==> config.mk <==
export PLATFORM = sky130hd
export DESIGN_NAME = acr_top
export DESIGN_NICKNAME = d
export VERILOG_FILES = /design/src/logic/acr_pkg.sv /design/src/logic/acr_top.sv
export SDC_FILE = /design/constraint.sdc
export NUM_CORES = 2
export LEC_CHECK = 0
export BUFFER_PORTS_ARGS = -buffer_cell sky130_fd_sc_hd__buf_2
export CAP_MARGIN = 15
export CORE_MARGIN = 2
export CORE_UTILIZATION = 55
export CTS_CLUSTER_SIZE = 25
export DETAILED_ROUTE_END_ITERATION = 10
export PLACE_DENSITY = 0.75
export SYNTH_ARGS = -nofsm -noshare
export SYNTH_HDL_FRONTEND = slang
export SYNTH_SLANG_ARGS = --single-unit
==> constraint.sdc <==
create_clock -name CLK -period 11.8 [get_ports CLK]
set_clock_uncertainty 0.15 [all_clocks]
set_input_delay 2.36 -clock CLK [delete_from_list [all_inputs] [get_ports CLK]]
set_output_delay 2.36 -clock CLK [all_outputs]
set_load 0.02 [all_outputs]
==> src/logic/acr_pkg.sv <==
// constants for the converter configuration register bank
package acr_pkg;
  // serial register addresses
  localparam logic [7:0] ADDR_RST   = 8'h00;
  localparam logic [7:0] ADDR_SWING = 8'h01;
  localparam logic [7:0] ADDR_PERF  = 8'h03;
  localparam logic [7:0] ADDR_CHA   = 8'h25;
  localparam logic [7:0] ADDR_FMT   = 8'h29;
  localparam logic [7:0] ADDR_CHB   = 8'h2b;
  localparam logic [7:0] ADDR_OFS   = 8'h3d;
  localparam logic [7:0] ADDR_CPH   = 8'h3f;
  localparam logic [7:0] ADDR_CPL   = 8'h40;
  localparam logic [7:0] ADDR_IFC   = 8'h41;
  localparam logic [7:0] ADDR_EDGE  = 8'h42;
  localparam logic [7:0] ADDR_STANDBY_AND_DRIVE_STRENGTH  = 8'h45;
  localparam logic [7:0] ADDR_SWEN  = 8'hf1;
  // storage slots, one per address above
  localparam int NUM_SLOTS  = 13;
  localparam logic [3:0] SLOT_RST   = 4'h0;
  localparam logic [3:0] SLOT_SWING = 4'h1;
  localparam logic [3:0] SLOT_PERF  = 4'h2;
  localparam logic [3:0] SLOT_CHA   = 4'h3;
  localparam logic [3:0] SLOT_FMT   = 4'h4;
  localparam logic [3:0] SLOT_CHB   = 4'h5;
  localparam logic [3:0] SLOT_OFS   = 4'h6;
  localparam logic [3:0] SLOT_CPH   = 4'h7;
  localparam logic [3:0] SLOT_CPL   = 4'h8;
  localparam logic [3:0] SLOT_IFC   = 4'h9;
  localparam logic [3:0] SLOT_EDGE  = 4'ha;
  localparam logic [3:0] SLOT_STANDBY_AND_DRIVE_STRENGTH  = 4'hb;
  localparam logic [3:0] SLOT_SWEN  = 4'hc;
  // writable bits per slot; reserved bits are never stored
  localparam logic [7:0] SLOT_MASK [NUM_SLOTS] = '{
    8'h01, 8'hfc, 8'h03, 8'hf7, 8'h18, 8'hf7, 8'h20,
    8'h3f, 8'hff, 8'hf3, 8'hf8, 8'hc0, 8'h03};
  localparam logic [7:0] REG_RESET = 8'h00;
  // field positions
  localparam int RDOUT_BIT  = 0;
  localparam int RST_BIT    = 1;
  localparam int SWING_LSB  = 2;
  localparam int GAIN_LSB   = 4;
  localparam int PAT_LSB    = 0;
  localparam int FMT_LSB    = 3;
  localparam int OFS_BIT    = 5;
  localparam int IFC_LSB    = 6;
  localparam int SEDRV_LSB  = 4;
  localparam int DIS_LSB    = 0;
  localparam int FALL_LSB   = 6;
  localparam int RISE_LSB   = 4;
  localparam int DIG_BIT    = 3;
  localparam int STANDBY_AND_DRIVE_STRENGTH_BIT   = 7;
  localparam int DDRV_BIT   = 6;
  // field codes
  localparam logic [2:0] PAT_NORMAL = 3'h0;
  localparam logic [2:0] PAT_ZEROS  = 3'h1;
  localparam logic [2:0] PAT_ONES   = 3'h2;
  localparam logic [2:0] PAT_TOGGLE = 3'h3;
  localparam logic [2:0] PAT_RAMP   = 3'h4;
  localparam logic [2:0] PAT_CUSTOM = 3'h5;
  localparam logic [1:0] FMT_OFFBIN = 2'h3;
  localparam logic [1:0] IFC_CMOS   = 2'h3;
  localparam logic [1:0] DIS_ALL    = 2'h3;
  localparam logic [1:0] SWEN_ON    = 2'h3;
  localparam logic [13:0] TOGGLE_A  = 14'h2aaa;
  localparam logic [13:0] TOGGLE_B  = 14'h1555;
  // gain: 0.5 dB steps as Q12 multipliers, codes 0 to 12
  localparam logic [3:0] GAIN_MAX_CODE = 4'hc;
  localparam logic [13:0] GAIN_COEF [13] = '{
    14'h1000, 14'h10f4, 14'h11f4, 14'h1305, 14'h1425, 14'h1556,
    14'h169a, 14'h17f1, 14'h195c, 14'h1add, 14'h1c74, 14'h1e24,
    14'h1fed};
  localparam int GAIN_FRAC = 12;
  localparam logic signed [16:0] SAT_MAX = 17'sh01fff;
  localparam logic signed [16:0] SAT_MIN = -17'sh02000;
  // offset estimate: 6 fraction bits, loop shift 6
  localparam int OFS_FRAC  = 6;
  localparam int OFS_SHIFT = 6;
  // serial frame: 8 address then 8 data bits
  localparam logic [4:0] ADDR_LAST  = 5'h07;
  localparam logic [4:0] FRAME_LAST = 5'h0f;
  // standby wakeup time
  localparam int CLK_MHZ  = 25;
  localparam int WAKE_US  = 50;
  localparam int WAKE_CYC = WAKE_US * CLK_MHZ;
endpackage : acr_pkg

==> src/logic/acr_top.sv <==
// serially programmed configuration bank and output data path
`timescale 1ns/1ps
// What this block does
// - soft reset bit clears registers, self-clears
// - every register resets to zero
// - one write updates all fields of the addressed register
// - readout off tri-states serial output pin
// - per-channel gain, 0.5 dB steps to 6 dB
// - pattern codes: normal, zeros, ones
// - toggle pattern alternates 1010 and 0101
// - ramp pattern counts up, wraps at 16383
// - custom pattern from two registers
// - offset correction enable bit
// - interface select 11 means CMOS
// - CMOS clock drive strength code
// - buffer disable tri-states channels and clock
// - LVDS falling edge shift code
// - LVDS rising edge shift code
// - digital enable gates patterns, gain, offset
// - standby bit, wakeup about 50 us
// - LVDS clock drive strength bit
// - read cycle shifts out eight data bits
module acr_top #(
  parameter int WAKE_CYCLES = acr_pkg::WAKE_CYC
) (
  // clock and reset
  input  wire logic        CLK,
  input  wire logic        RESETN,
  // serial configuration port
  input  wire logic        SEN_N,
  input  wire logic        SCLK,
  input  wire logic        SDATA,
  output logic             SERIAL_OUT_PIN_O,
  output logic             SERIAL_OUT_PIN_OE,
  // conversion samples from the core
  input  wire logic [13:0] CHA_RAW,
  input  wire logic [13:0] CHB_RAW,
  input  wire logic        RAW_VALID,
  output logic             RAW_READY,
  // output words toward the capture logic
  output logic [13:0]      CHA_DATA,
  output logic [13:0]      CHB_DATA,
  output logic             DATA_VALID,
  input  wire logic        DATA_READY,
  // analog and pad controls
  output logic [5:0]       SWING_CODE,
  output logic [1:0]       BEST_PERFORMANCE_MODE,
  output logic             CMOS_SEL,
  output logic [1:0]       SINGLE_ENDED_CLOCK_DRIVE,
  output logic             CHA_OUT_OE,
  output logic             CHB_OUT_OE,
  output logic             CLKOUT_OE,
  output logic [1:0]       OUT_CLOCK_FALL_SHIFT,
  output logic [1:0]       OUT_CLOCK_RISE_SHIFT,
  output logic             DIFF_CLOCK_DRIVE,
  output logic             OFFSET_FIX_ON,
  output logic             STANDBY,
  output logic             AWAKE
);

  typedef enum logic {SER_SHIFT, SER_HOLD} acr_ser_t;
  typedef enum logic [1:0] {PWR_RUN, PWR_SLEEP, PWR_WAKE} acr_pwr_t;

  // reset release synchroniser
  logic rst_meta_q;
  logic rst_n_q;
  always_ff @(posedge CLK or negedge RESETN) begin
    if (!RESETN) begin
      rst_meta_q <= 1'b0;
      rst_n_q    <= 1'b0;
    end else begin
      rst_meta_q <= 1'b1;
      rst_n_q    <= rst_meta_q;
    end
  end

  // serial pins pass two flip-flops, sclk keeps a third for edges
  logic sen_s1_q, sen_s2_q;
  logic sclk_s1_q, sclk_s2_q, sclk_s3_q;
  logic sdat_s1_q, sdat_s2_q;
  always_ff @(posedge CLK or negedge rst_n_q) begin
    if (!rst_n_q) begin
      sen_s1_q  <= 1'b1;
      sen_s2_q  <= 1'b1;
      sclk_s1_q <= 1'b0;
      sclk_s2_q <= 1'b0;
      sclk_s3_q <= 1'b0;
      sdat_s1_q <= 1'b0;
      sdat_s2_q <= 1'b0;
    end else begin
      sen_s1_q  <= SEN_N;
      sen_s2_q  <= sen_s1_q;
      sclk_s1_q <= SCLK;
      sclk_s2_q <= sclk_s1_q;
      sclk_s3_q <= sclk_s2_q;
      sdat_s1_q <= SDATA;
      sdat_s2_q <= sdat_s1_q;
    end
  end

  // register storage, one byte per mapped address
  logic [7:0] cfg_q [acr_pkg::NUM_SLOTS];

  // address to storage slot decode, bit 4 marks a hit
  function automatic logic [4:0] slot_of(input logic [7:0] a);
    case (a)
      acr_pkg::ADDR_RST:   slot_of = {1'b1, acr_pkg::SLOT_RST};
      acr_pkg::ADDR_SWING: slot_of = {1'b1, acr_pkg::SLOT_SWING};
      acr_pkg::ADDR_PERF:  slot_of = {1'b1, acr_pkg::SLOT_PERF};
      acr_pkg::ADDR_CHA:   slot_of = {1'b1, acr_pkg::SLOT_CHA};
      acr_pkg::ADDR_FMT:   slot_of = {1'b1, acr_pkg::SLOT_FMT};
      acr_pkg::ADDR_CHB:   slot_of = {1'b1, acr_pkg::SLOT_CHB};
      acr_pkg::ADDR_OFS:   slot_of = {1'b1, acr_pkg::SLOT_OFS};
      acr_pkg::ADDR_CPH:   slot_of = {1'b1, acr_pkg::SLOT_CPH};
      acr_pkg::ADDR_CPL:   slot_of = {1'b1, acr_pkg::SLOT_CPL};
      acr_pkg::ADDR_IFC:   slot_of = {1'b1, acr_pkg::SLOT_IFC};
      acr_pkg::ADDR_EDGE:  slot_of = {1'b1, acr_pkg::SLOT_EDGE};
      acr_pkg::ADDR_STANDBY_AND_DRIVE_STRENGTH:  slot_of = {1'b1, acr_pkg::SLOT_STANDBY_AND_DRIVE_STRENGTH};
      acr_pkg::ADDR_SWEN:  slot_of = {1'b1, acr_pkg::SLOT_SWEN};
      default:             slot_of = 5'h00;
    endcase
  endfunction : slot_of

  // serial frame state
  acr_ser_t   ser_q, ser_d;
  logic [4:0] cnt_q, cnt_d;
  logic [14:0] sh_q, sh_d;
  logic [7:0] out_sh_q, out_sh_d;

  // serial event decode
  wire       sen_act    = ~sen_s2_q;
  wire       sclk_rise  = sclk_s2_q & ~sclk_s3_q;
  wire       bit_take   = sen_act & sclk_rise & (ser_q == SER_SHIFT);
  wire       addr_done  = bit_take & (cnt_q == acr_pkg::ADDR_LAST);
  wire       frame_done = bit_take & (cnt_q == acr_pkg::FRAME_LAST);
  wire       readout    = cfg_q[acr_pkg::SLOT_RST][acr_pkg::RDOUT_BIT];
  wire [7:0] rd_addr    = {sh_q[6:0], sdat_s2_q};
  wire [4:0] rd_slot    = slot_of(rd_addr);
  wire [7:0] rd_byte    = rd_slot[4] ? cfg_q[rd_slot[3:0]] : 8'h00;
  wire [7:0] wr_addr    = sh_q[14:7];
  wire [7:0] wr_data    = {sh_q[6:0], sdat_s2_q};
  wire [4:0] wr_slot    = slot_of(wr_addr);
  wire       wr_go      = frame_done & ~readout & wr_slot[4];
  wire       wr_soft    = wr_go & (wr_slot[3:0] == acr_pkg::SLOT_RST)
                        & wr_data[acr_pkg::RST_BIT];

  // frame counter, input shifter and readout shifter
  always_comb begin
    ser_d    = ser_q;
    cnt_d    = cnt_q;
    sh_d     = sh_q;
    out_sh_d = out_sh_q;
    if (!sen_act) begin
      ser_d    = SER_SHIFT;
      cnt_d    = 5'h00;
      out_sh_d = 8'h00;
    end else if (bit_take) begin
      sh_d  = {sh_q[13:0], sdat_s2_q};
      cnt_d = cnt_q + 5'h01;
      if (frame_done) begin
        ser_d = SER_HOLD;
      end
      if (addr_done) begin
        out_sh_d = readout ? rd_byte : 8'h00;
      end else if (cnt_q > acr_pkg::ADDR_LAST) begin
        out_sh_d = {out_sh_q[6:0], 1'b0};
      end
    end
  end

  // serial state registers
  always_ff @(posedge CLK or negedge rst_n_q) begin
    if (!rst_n_q) begin
      ser_q    <= SER_SHIFT;
      cnt_q    <= 5'h00;
      sh_q     <= 15'h0000;
      out_sh_q <= 8'h00;
    end else begin
      ser_q    <= ser_d;
      cnt_q    <= cnt_d;
      sh_q     <= sh_d;
      out_sh_q <= out_sh_d;
    end
  end

  // register writes: whole byte at once, soft reset clears all
  always_ff @(posedge CLK or negedge rst_n_q) begin
    if (!rst_n_q) begin
      for (int i = 0; i < acr_pkg::NUM_SLOTS; i++) begin
        cfg_q[i] <= acr_pkg::REG_RESET;
      end
    end else if (wr_soft) begin
      for (int i = 0; i < acr_pkg::NUM_SLOTS; i++) begin
        cfg_q[i] <= acr_pkg::REG_RESET;
      end
    end else if (wr_go) begin
      cfg_q[wr_slot[3:0]] <= wr_data
                           & acr_pkg::SLOT_MASK[wr_slot[3:0]];
    end
  end

  // serial output pin, driven only while readout is on
  assign SERIAL_OUT_PIN_O  = out_sh_q[7];
  assign SERIAL_OUT_PIN_OE = readout;

  // field views
  wire [3:0] gain_a  = cfg_q[acr_pkg::SLOT_CHA][acr_pkg::GAIN_LSB +: 4];
  wire [2:0] pat_a   = cfg_q[acr_pkg::SLOT_CHA][acr_pkg::PAT_LSB +: 3];
  wire [3:0] gain_b  = cfg_q[acr_pkg::SLOT_CHB][acr_pkg::GAIN_LSB +: 4];
  wire [2:0] pat_b   = cfg_q[acr_pkg::SLOT_CHB][acr_pkg::PAT_LSB +: 3];
  wire [1:0] fmt     = cfg_q[acr_pkg::SLOT_FMT][acr_pkg::FMT_LSB +: 2];
  wire       dig_en  = cfg_q[acr_pkg::SLOT_EDGE][acr_pkg::DIG_BIT];
  wire       ofs_en  = cfg_q[acr_pkg::SLOT_OFS][acr_pkg::OFS_BIT];
  wire       ofs_on  = dig_en & ofs_en;
  wire       off_bin = (fmt == acr_pkg::FMT_OFFBIN);
  wire [1:0] dis     = cfg_q[acr_pkg::SLOT_IFC][acr_pkg::DIS_LSB +: 2];
  wire [1:0] ifc     = cfg_q[acr_pkg::SLOT_IFC][acr_pkg::IFC_LSB +: 2];
  wire [1:0] swen    = cfg_q[acr_pkg::SLOT_SWEN][1:0];
  wire       standby_and_drive_strength    = cfg_q[acr_pkg::SLOT_STANDBY_AND_DRIVE_STRENGTH][acr_pkg::STANDBY_AND_DRIVE_STRENGTH_BIT];
  wire [13:0] custom = {cfg_q[acr_pkg::SLOT_CPH][5:0],
                        cfg_q[acr_pkg::SLOT_CPL]};

  // pattern sources shared by both channels, offset estimates per channel
  logic [13:0] ramp_q;
  logic        tog_q;
  logic signed [19:0] est_a_q, est_b_q;

  // clamp a wide signed value into 14 bits
  function automatic logic [13:0] sat14(input logic signed [16:0] v);
    if (v > acr_pkg::SAT_MAX) begin
      sat14 = 14'h1fff;
    end else if (v < acr_pkg::SAT_MIN) begin
      sat14 = 14'h2000;
    end else begin
      sat14 = v[13:0];
    end
  endfunction : sat14

  // one channel: offset fix, gain, format, then pattern override
  function automatic logic [13:0] chan_word(
    input logic [13:0]        raw,
    input logic signed [19:0] est,
    input logic [3:0]         gain,
    input logic [2:0]         pat
  );
    logic signed [16:0] diff;
    logic [13:0]        x;
    logic [13:0]        coef;
    logic signed [28:0] prod;
    logic [13:0]        w;
    diff = 17'($signed(raw)) - 17'($signed(est[19:acr_pkg::OFS_FRAC]));
    x    = ofs_on ? sat14(diff) : raw;
    coef = (gain <= acr_pkg::GAIN_MAX_CODE) ? acr_pkg::GAIN_COEF[gain]
                                            : acr_pkg::GAIN_COEF[0];
    prod = $signed(x) * $signed({1'b0, coef});
    w    = dig_en ? sat14(prod[28:acr_pkg::GAIN_FRAC]) : x;
    w    = off_bin ? {~w[13], w[12:0]} : w;
    chan_word = w;
    if (dig_en) begin
      case (pat)
        acr_pkg::PAT_ZEROS:  chan_word = 14'h0000;
        acr_pkg::PAT_ONES:   chan_word = 14'h3fff;
        acr_pkg::PAT_TOGGLE: chan_word = tog_q ? acr_pkg::TOGGLE_B
                                                : acr_pkg::TOGGLE_A;
        acr_pkg::PAT_RAMP:   chan_word = ramp_q;
        acr_pkg::PAT_CUSTOM: chan_word = custom;
        default:             chan_word = w;
      endcase
    end
  endfunction : chan_word

  // first-order offset estimate step
  function automatic logic signed [19:0] ofs_step(
    input logic signed [19:0] est,
    input logic [13:0]        raw
  );
    logic signed [20:0] d;
    d = $signed({raw[13], raw, 6'h00}) - $signed({est[19], est});
    ofs_step = est + 20'(d >>> acr_pkg::OFS_SHIFT);
  endfunction : ofs_step

  // standby sequencing
  acr_pwr_t   pwr_q;
  logic [15:0] wake_q;
  wire        awake = (pwr_q == PWR_RUN);

  // skid buffer: output stage plus one spare entry
  logic [13:0] out_a_q, out_b_q, sk_a_q, sk_b_q;
  logic        out_v_q, sk_v_q, in_rdy_q;
  wire  [13:0] word_a   = chan_word(CHA_RAW, est_a_q, gain_a, pat_a);
  wire  [13:0] word_b   = chan_word(CHB_RAW, est_b_q, gain_b, pat_b);
  wire         take     = RAW_VALID & in_rdy_q;
  wire         out_load = ~out_v_q | DATA_READY;
  wire         sk_v_d   = out_load ? 1'b0 : (sk_v_q | take);

  // buffer registers, receiver stall parks one word in the spare
  always_ff @(posedge CLK or negedge rst_n_q) begin
    if (!rst_n_q) begin
      out_v_q  <= 1'b0;
      sk_v_q   <= 1'b0;
      in_rdy_q <= 1'b0;
      out_a_q  <= 14'h0000;
      out_b_q  <= 14'h0000;
      sk_a_q   <= 14'h0000;
      sk_b_q   <= 14'h0000;
    end else begin
      sk_v_q   <= sk_v_d;
      in_rdy_q <= ~sk_v_d & awake;
      if (out_load) begin
        out_v_q <= sk_v_q | take;
        out_a_q <= sk_v_q ? sk_a_q : word_a;
        out_b_q <= sk_v_q ? sk_b_q : word_b;
      end else if (take) begin
        sk_a_q <= word_a;
        sk_b_q <= word_b;
      end
    end
  end

  // pattern and offset state advance once per sample taken
  always_ff @(posedge CLK or negedge rst_n_q) begin
    if (!rst_n_q) begin
      ramp_q  <= 14'h0000;
      tog_q   <= 1'b0;
      est_a_q <= 20'sh00000;
      est_b_q <= 20'sh00000;
    end else if (take) begin
      ramp_q  <= ramp_q + 14'h0001;
      tog_q   <= ~tog_q;
      if (ofs_on) begin
        est_a_q <= ofs_step(est_a_q, CHA_RAW);
        est_b_q <= ofs_step(est_b_q, CHB_RAW);
      end
    end
  end

  // standby state machine with wakeup delay
  always_ff @(posedge CLK or negedge rst_n_q) begin
    if (!rst_n_q) begin
      pwr_q  <= PWR_RUN;
      wake_q <= 16'h0000;
    end else begin
      case (pwr_q)
        PWR_RUN: begin
          if (standby_and_drive_strength) begin
            pwr_q <= PWR_SLEEP;
          end
        end
        PWR_SLEEP: begin
          wake_q <= 16'h0000;
          if (!standby_and_drive_strength) begin
            pwr_q <= PWR_WAKE;
          end
        end
        PWR_WAKE: begin
          wake_q <= wake_q + 16'h0001;
          if (standby_and_drive_strength) begin
            pwr_q <= PWR_SLEEP;
          end else if (wake_q == 16'(WAKE_CYCLES - 1)) begin
            pwr_q <= PWR_RUN;
          end
        end
        default: pwr_q <= PWR_RUN;
      endcase
    end
  end

  // registered pad and analog controls
  always_ff @(posedge CLK or negedge rst_n_q) begin
    if (!rst_n_q) begin
      SWING_CODE    <= 6'h00;
      CMOS_SEL      <= 1'b0;
      CHA_OUT_OE    <= 1'b1;
      CHB_OUT_OE    <= 1'b1;
      CLKOUT_OE     <= 1'b1;
      OFFSET_FIX_ON <= 1'b0;
      STANDBY       <= 1'b0;
      AWAKE         <= 1'b1;
    end else begin
      SWING_CODE    <= (swen == acr_pkg::SWEN_ON)
                     ? cfg_q[acr_pkg::SLOT_SWING][acr_pkg::SWING_LSB +: 6]
                     : 6'h00;
      CMOS_SEL      <= (ifc == acr_pkg::IFC_CMOS);
      CHA_OUT_OE    <= ~dis[1];
      CHB_OUT_OE    <= ~dis[0];
      CLKOUT_OE     <= (dis != acr_pkg::DIS_ALL);
      OFFSET_FIX_ON <= ofs_on;
      STANDBY       <= (pwr_q == PWR_SLEEP);
      AWAKE         <= awake;
    end
  end

  // fields that leave the block straight from storage
  assign BEST_PERFORMANCE_MODE    = cfg_q[acr_pkg::SLOT_PERF][1:0];
  assign SINGLE_ENDED_CLOCK_DRIVE =
    cfg_q[acr_pkg::SLOT_IFC][acr_pkg::SEDRV_LSB +: 2];
  assign OUT_CLOCK_FALL_SHIFT =
    cfg_q[acr_pkg::SLOT_EDGE][acr_pkg::FALL_LSB +: 2];
  assign OUT_CLOCK_RISE_SHIFT =
    cfg_q[acr_pkg::SLOT_EDGE][acr_pkg::RISE_LSB +: 2];
  assign DIFF_CLOCK_DRIVE =
    cfg_q[acr_pkg::SLOT_STANDBY_AND_DRIVE_STRENGTH][acr_pkg::DDRV_BIT];

  // data and status outputs
  assign CHA_DATA   = out_a_q;
  assign CHB_DATA   = out_b_q;
  assign DATA_VALID = out_v_q;
  assign RAW_READY  = in_rdy_q;

endmodule : acr_top

==> summary.md <==
| Metric | Value |
|---|---|
| Status | finished clean |
| Tcrit/Tclk final | 94.41% |
| DRC violations left | 0 |
| Total track usage | 29.34% |
| Seq/Total Area, Yosys | 23.25% |
| # IOs | 89 |
| Final ANT Viol Nets | 0 |
| Critical Path Source Type | input port |
| Htree depth | 2 |
| Worst reg2reg setup slack | 2180 ps |
| Synth Flop Type | dfrtp_1 |
| Clock share of power | 36.4% |
| Maximum fanout along the worst path | 13 |
| Fin worst setup slack | 659.2 ps |
| Port bufs | 88 |
| CP max stage cell | fa_1 |
| Cell Pwr Density | 91.27 nW/µm² |
| Post-Syn Area | 30,920 µm² |
| Die outline height | 241.1 µm |
| Via/cell ratio | 5.796 |
| Postcts setup bufs | 0 |
| Comb pwr share | 26.2% |
| Final Setup Violations | 0 |
| Hold Path Class | flip-flop to flip-flop |
| Post-synth EDFFs | 0 |
| Hpwl dp | 65,120 µm |
| First-pass GRT wire length | 134,900 µm |
| Root buffer cell | clkbuf_16 |
| Row count | 86 |
| Unrepaired setup endpoints after global routing | no |
| Internal power | 1.985 mW |
| Mapped Avg Cell Area | 8.456 µm² |
| Die ar. | 58,140 µm² |
| Async set-reset flop share out of synthesis | 100.0% |
| Worst setup EP type | flip-flop |
| Hold_ws | 196.4 ps |
| Initial DRC count | 2,263 |
| Final Max Slew Viols | 0 |
| WP data arrival | 11,430 ps |
| Largest net degree at the start of global routing | 78 |
| Clock sink total | 287 |
| CTS tree | built |
| Most frequent cells in the layout | 455 x inv_1, 442 x nand2_1, 392 x nor2_1, 304 x ha_1, 280 x dfrtp_1 |
| Sequential share of power | 37.3% |
| Vias in the first global route | 25,030 |
| Placed Area | 32,060 µm² |
| Non-Filler Instances | 4,446 |
| Gpl congestion | 0.9728 |
| Initial antenna violation count | 6 |
| Synth cell types | 85 |
| CORE AREA | 55,310 µm² |
| Worst-Margin Slew | 1183 ps |
| Peak VDD IR | 0.1151 mV |
| Net Sw Frac | 34.56% |
| PostCTS Resize Cnt | 0 |
| Synthesized flop and latch total | 287 |
| NetSw | 1.048 mW |
| Setup TNS | 0 ps |
| Syn Inst Count | 3,657 |
| Max-slew headroom | 21.16% |
| Hold_buf cts | 0 |
| Fin area | 33,230 µm² |
| Wire per inst | 18.81 µm |
| Vias | 25,770 |
| DP Cell Count | 4,381 |
| Area grow syn2layout | 7.453% |
| Final core occ | 60.08% |
| Fin. Hold Viols | 0 |
| Die Span X | 241.1 µm |
| Clk slew on worst S/H paths | 60 ps |
| Share of cells above drive strength 1 | 7.986% |
| Crit path kind | input port to flip-flop |
| Max frequency | 89.76 MHz |
| Pre-antenna DRT Iters | 6 |
| Total CTS buffers | 34 |
| Gr ovfl total | 0 |
| Max Cap Violations | 0 |
| CP required | 12,090 ps |
| Clock Latency Late Sink | 560 ps |
| Clock Path Buffers | 3 |
| Final #Nets | 4,272 |
| Place WS | 193.8 ps |
| Sum of routed wire length over all layers | 83,640 µm |
| Crit-path max cell delay | 540 ps |
| Starting Density | 55.91% |
| Final period demand of the worst path | 11,140 ps |
| Power, Total | 3.033 mW |
| Commonest non-fill, non-tap cell in the layout | inv_1 |
| Synth Warn # | 0 |
| Syn nets | 4,260 |
| Static Leak | 16.37 nW |
logic make-up (layout without fill, tap and decap cells):
group,after synthesis,after routing,synth area share (%)
muxes,76,76,2.533
adders and majority gates,569,569,29.42
AOI/OAI and AO/OA,761,761,15.68
and+or+nand+nor,1190,1190,17.11
xor gates and xnor gates,143,143,4.074
DFF,287,287,23.25
other,1,5,0.01213
buffers and inverters,630,667,7.918
Yosys cell counts (7+ instances only):
cell type,n,area share [%]
a221oi_1,9,0.25
o211ai_1,17,0.41
and2_1,31,0.63
nor4_1,9,0.18
nand2b_1,42,0.85
buf_1,7,0.085
o22ai_1,47,0.95
a31oi_1,31,0.63
a21oi_1,210,3.4
mux2i_1,58,1.9
o21ai_1,19,0.31
buf_4,9,0.22
nor3_1,35,0.57
a311oi_1,7,0.20
ha_1,304,12
nor2b_1,25,0.51
o21bai_1,27,0.66
o21ai_0,167,2.7
buf_2,28,0.45
nand3_1,58,0.94
nor2_1,393,4.8
a21o_1,31,0.75
a21oi_2,10,0.28
inv_1,455,5.5
xnor2_1,87,2.5
dfrtp_1,281,23
nand4_1,20,0.40
a211oi_1,19,0.46
o21a_1,32,0.78
mux2_2,18,0.66
a22oi_1,8,0.19
or2_2,17,0.34
xor2_1,55,1.6
nand2_1,444,5.4
or3_1,24,0.49
fa_1,264,17
clkbuf_1,125,1.5
and3_1,63,1.3
o31ai_1,57,1.4
registers in the layout, summed over array words and instances, names as in the netlist, 5 cells and up:
| name | flops |
|---|---|
| cnt_q | 5 |
| SWING_CODE | 6 |
| cfg_q | 94 |
| wake_q | 16 |
| sk_b_q | 14 |
| sh_q | 15 |
| ramp_q | 14 |
| out_sh_q | 8 |
| CHB_DATA | 14 |
| CHA_DATA | 14 |
| est_b_q | 20 |
| sk_a_q | 14 |
| est_a_q | 20 |
critical path: cells and delay by family:
family | cells | cell delay [ps]
adder cells (fa/ha/maj) | 9 | 3470
XOR/XNOR | 1 | 370
AO/OA/AOI/OAI | 12 | 3650
AND/OR/NAND/NOR | 5 | 890
buffers and inverters | 8 | 640
power groups by stage:
stage	Sequential, mW	Combinational [mW]	Clock, mW
after floorplan	1.14	0.547	0
after global placement	1.15	0.776	0
after detailed placement	1.15	0.782	0
after CTS	1.13	0.790	1.12
after global routing	1.14	0.879	1.16
final	1.13	0.796	1.10
routing by layer:
| metal | share of wire [%] | track usage (%) | vias up |
|---|---|---|---|
| met4 | 3.0 | 9.091 | 2 |
| met3 | 10 | 8.464 | 163 |
| met1 | 44 | 41.42 | 12410 |
| met5 | 0.016 | 0 | - |
| li1 | - | - | 12200 |
| met2 | 43 | 43.58 | 992 |
path summary, 6_finish.rpt:
kind,startpoint,cells past startpoint,to
worst min-delay path,sclk_s1_q,0,sclk_s2_q
worst max register to register,est_a_q[14],32,CHA_DATA[3]
min in group asynchronous,rst_n_q,0,wake_q[5]
worst max-delay path,CHA_RAW[0],35,CHA_DATA[3]
max in group asynchronous,rst_n_q,3,sk_b_q[6]
worst min register to register,sclk_s1_q,0,sclk_s2_q
layout make-up:
cell class	instances	area, µm²
fillers	4903	22080
repair buffers	147	883.3
flip-flops and latches	287	7193
multi-input cells	2740	21330
well taps	748	935.9
diodes	4	10.01
clock inverters	17	207.7
clock buffers	44	948.4
inverters	459	1723
Note: power is estimated with default switching activity, not from simulation.
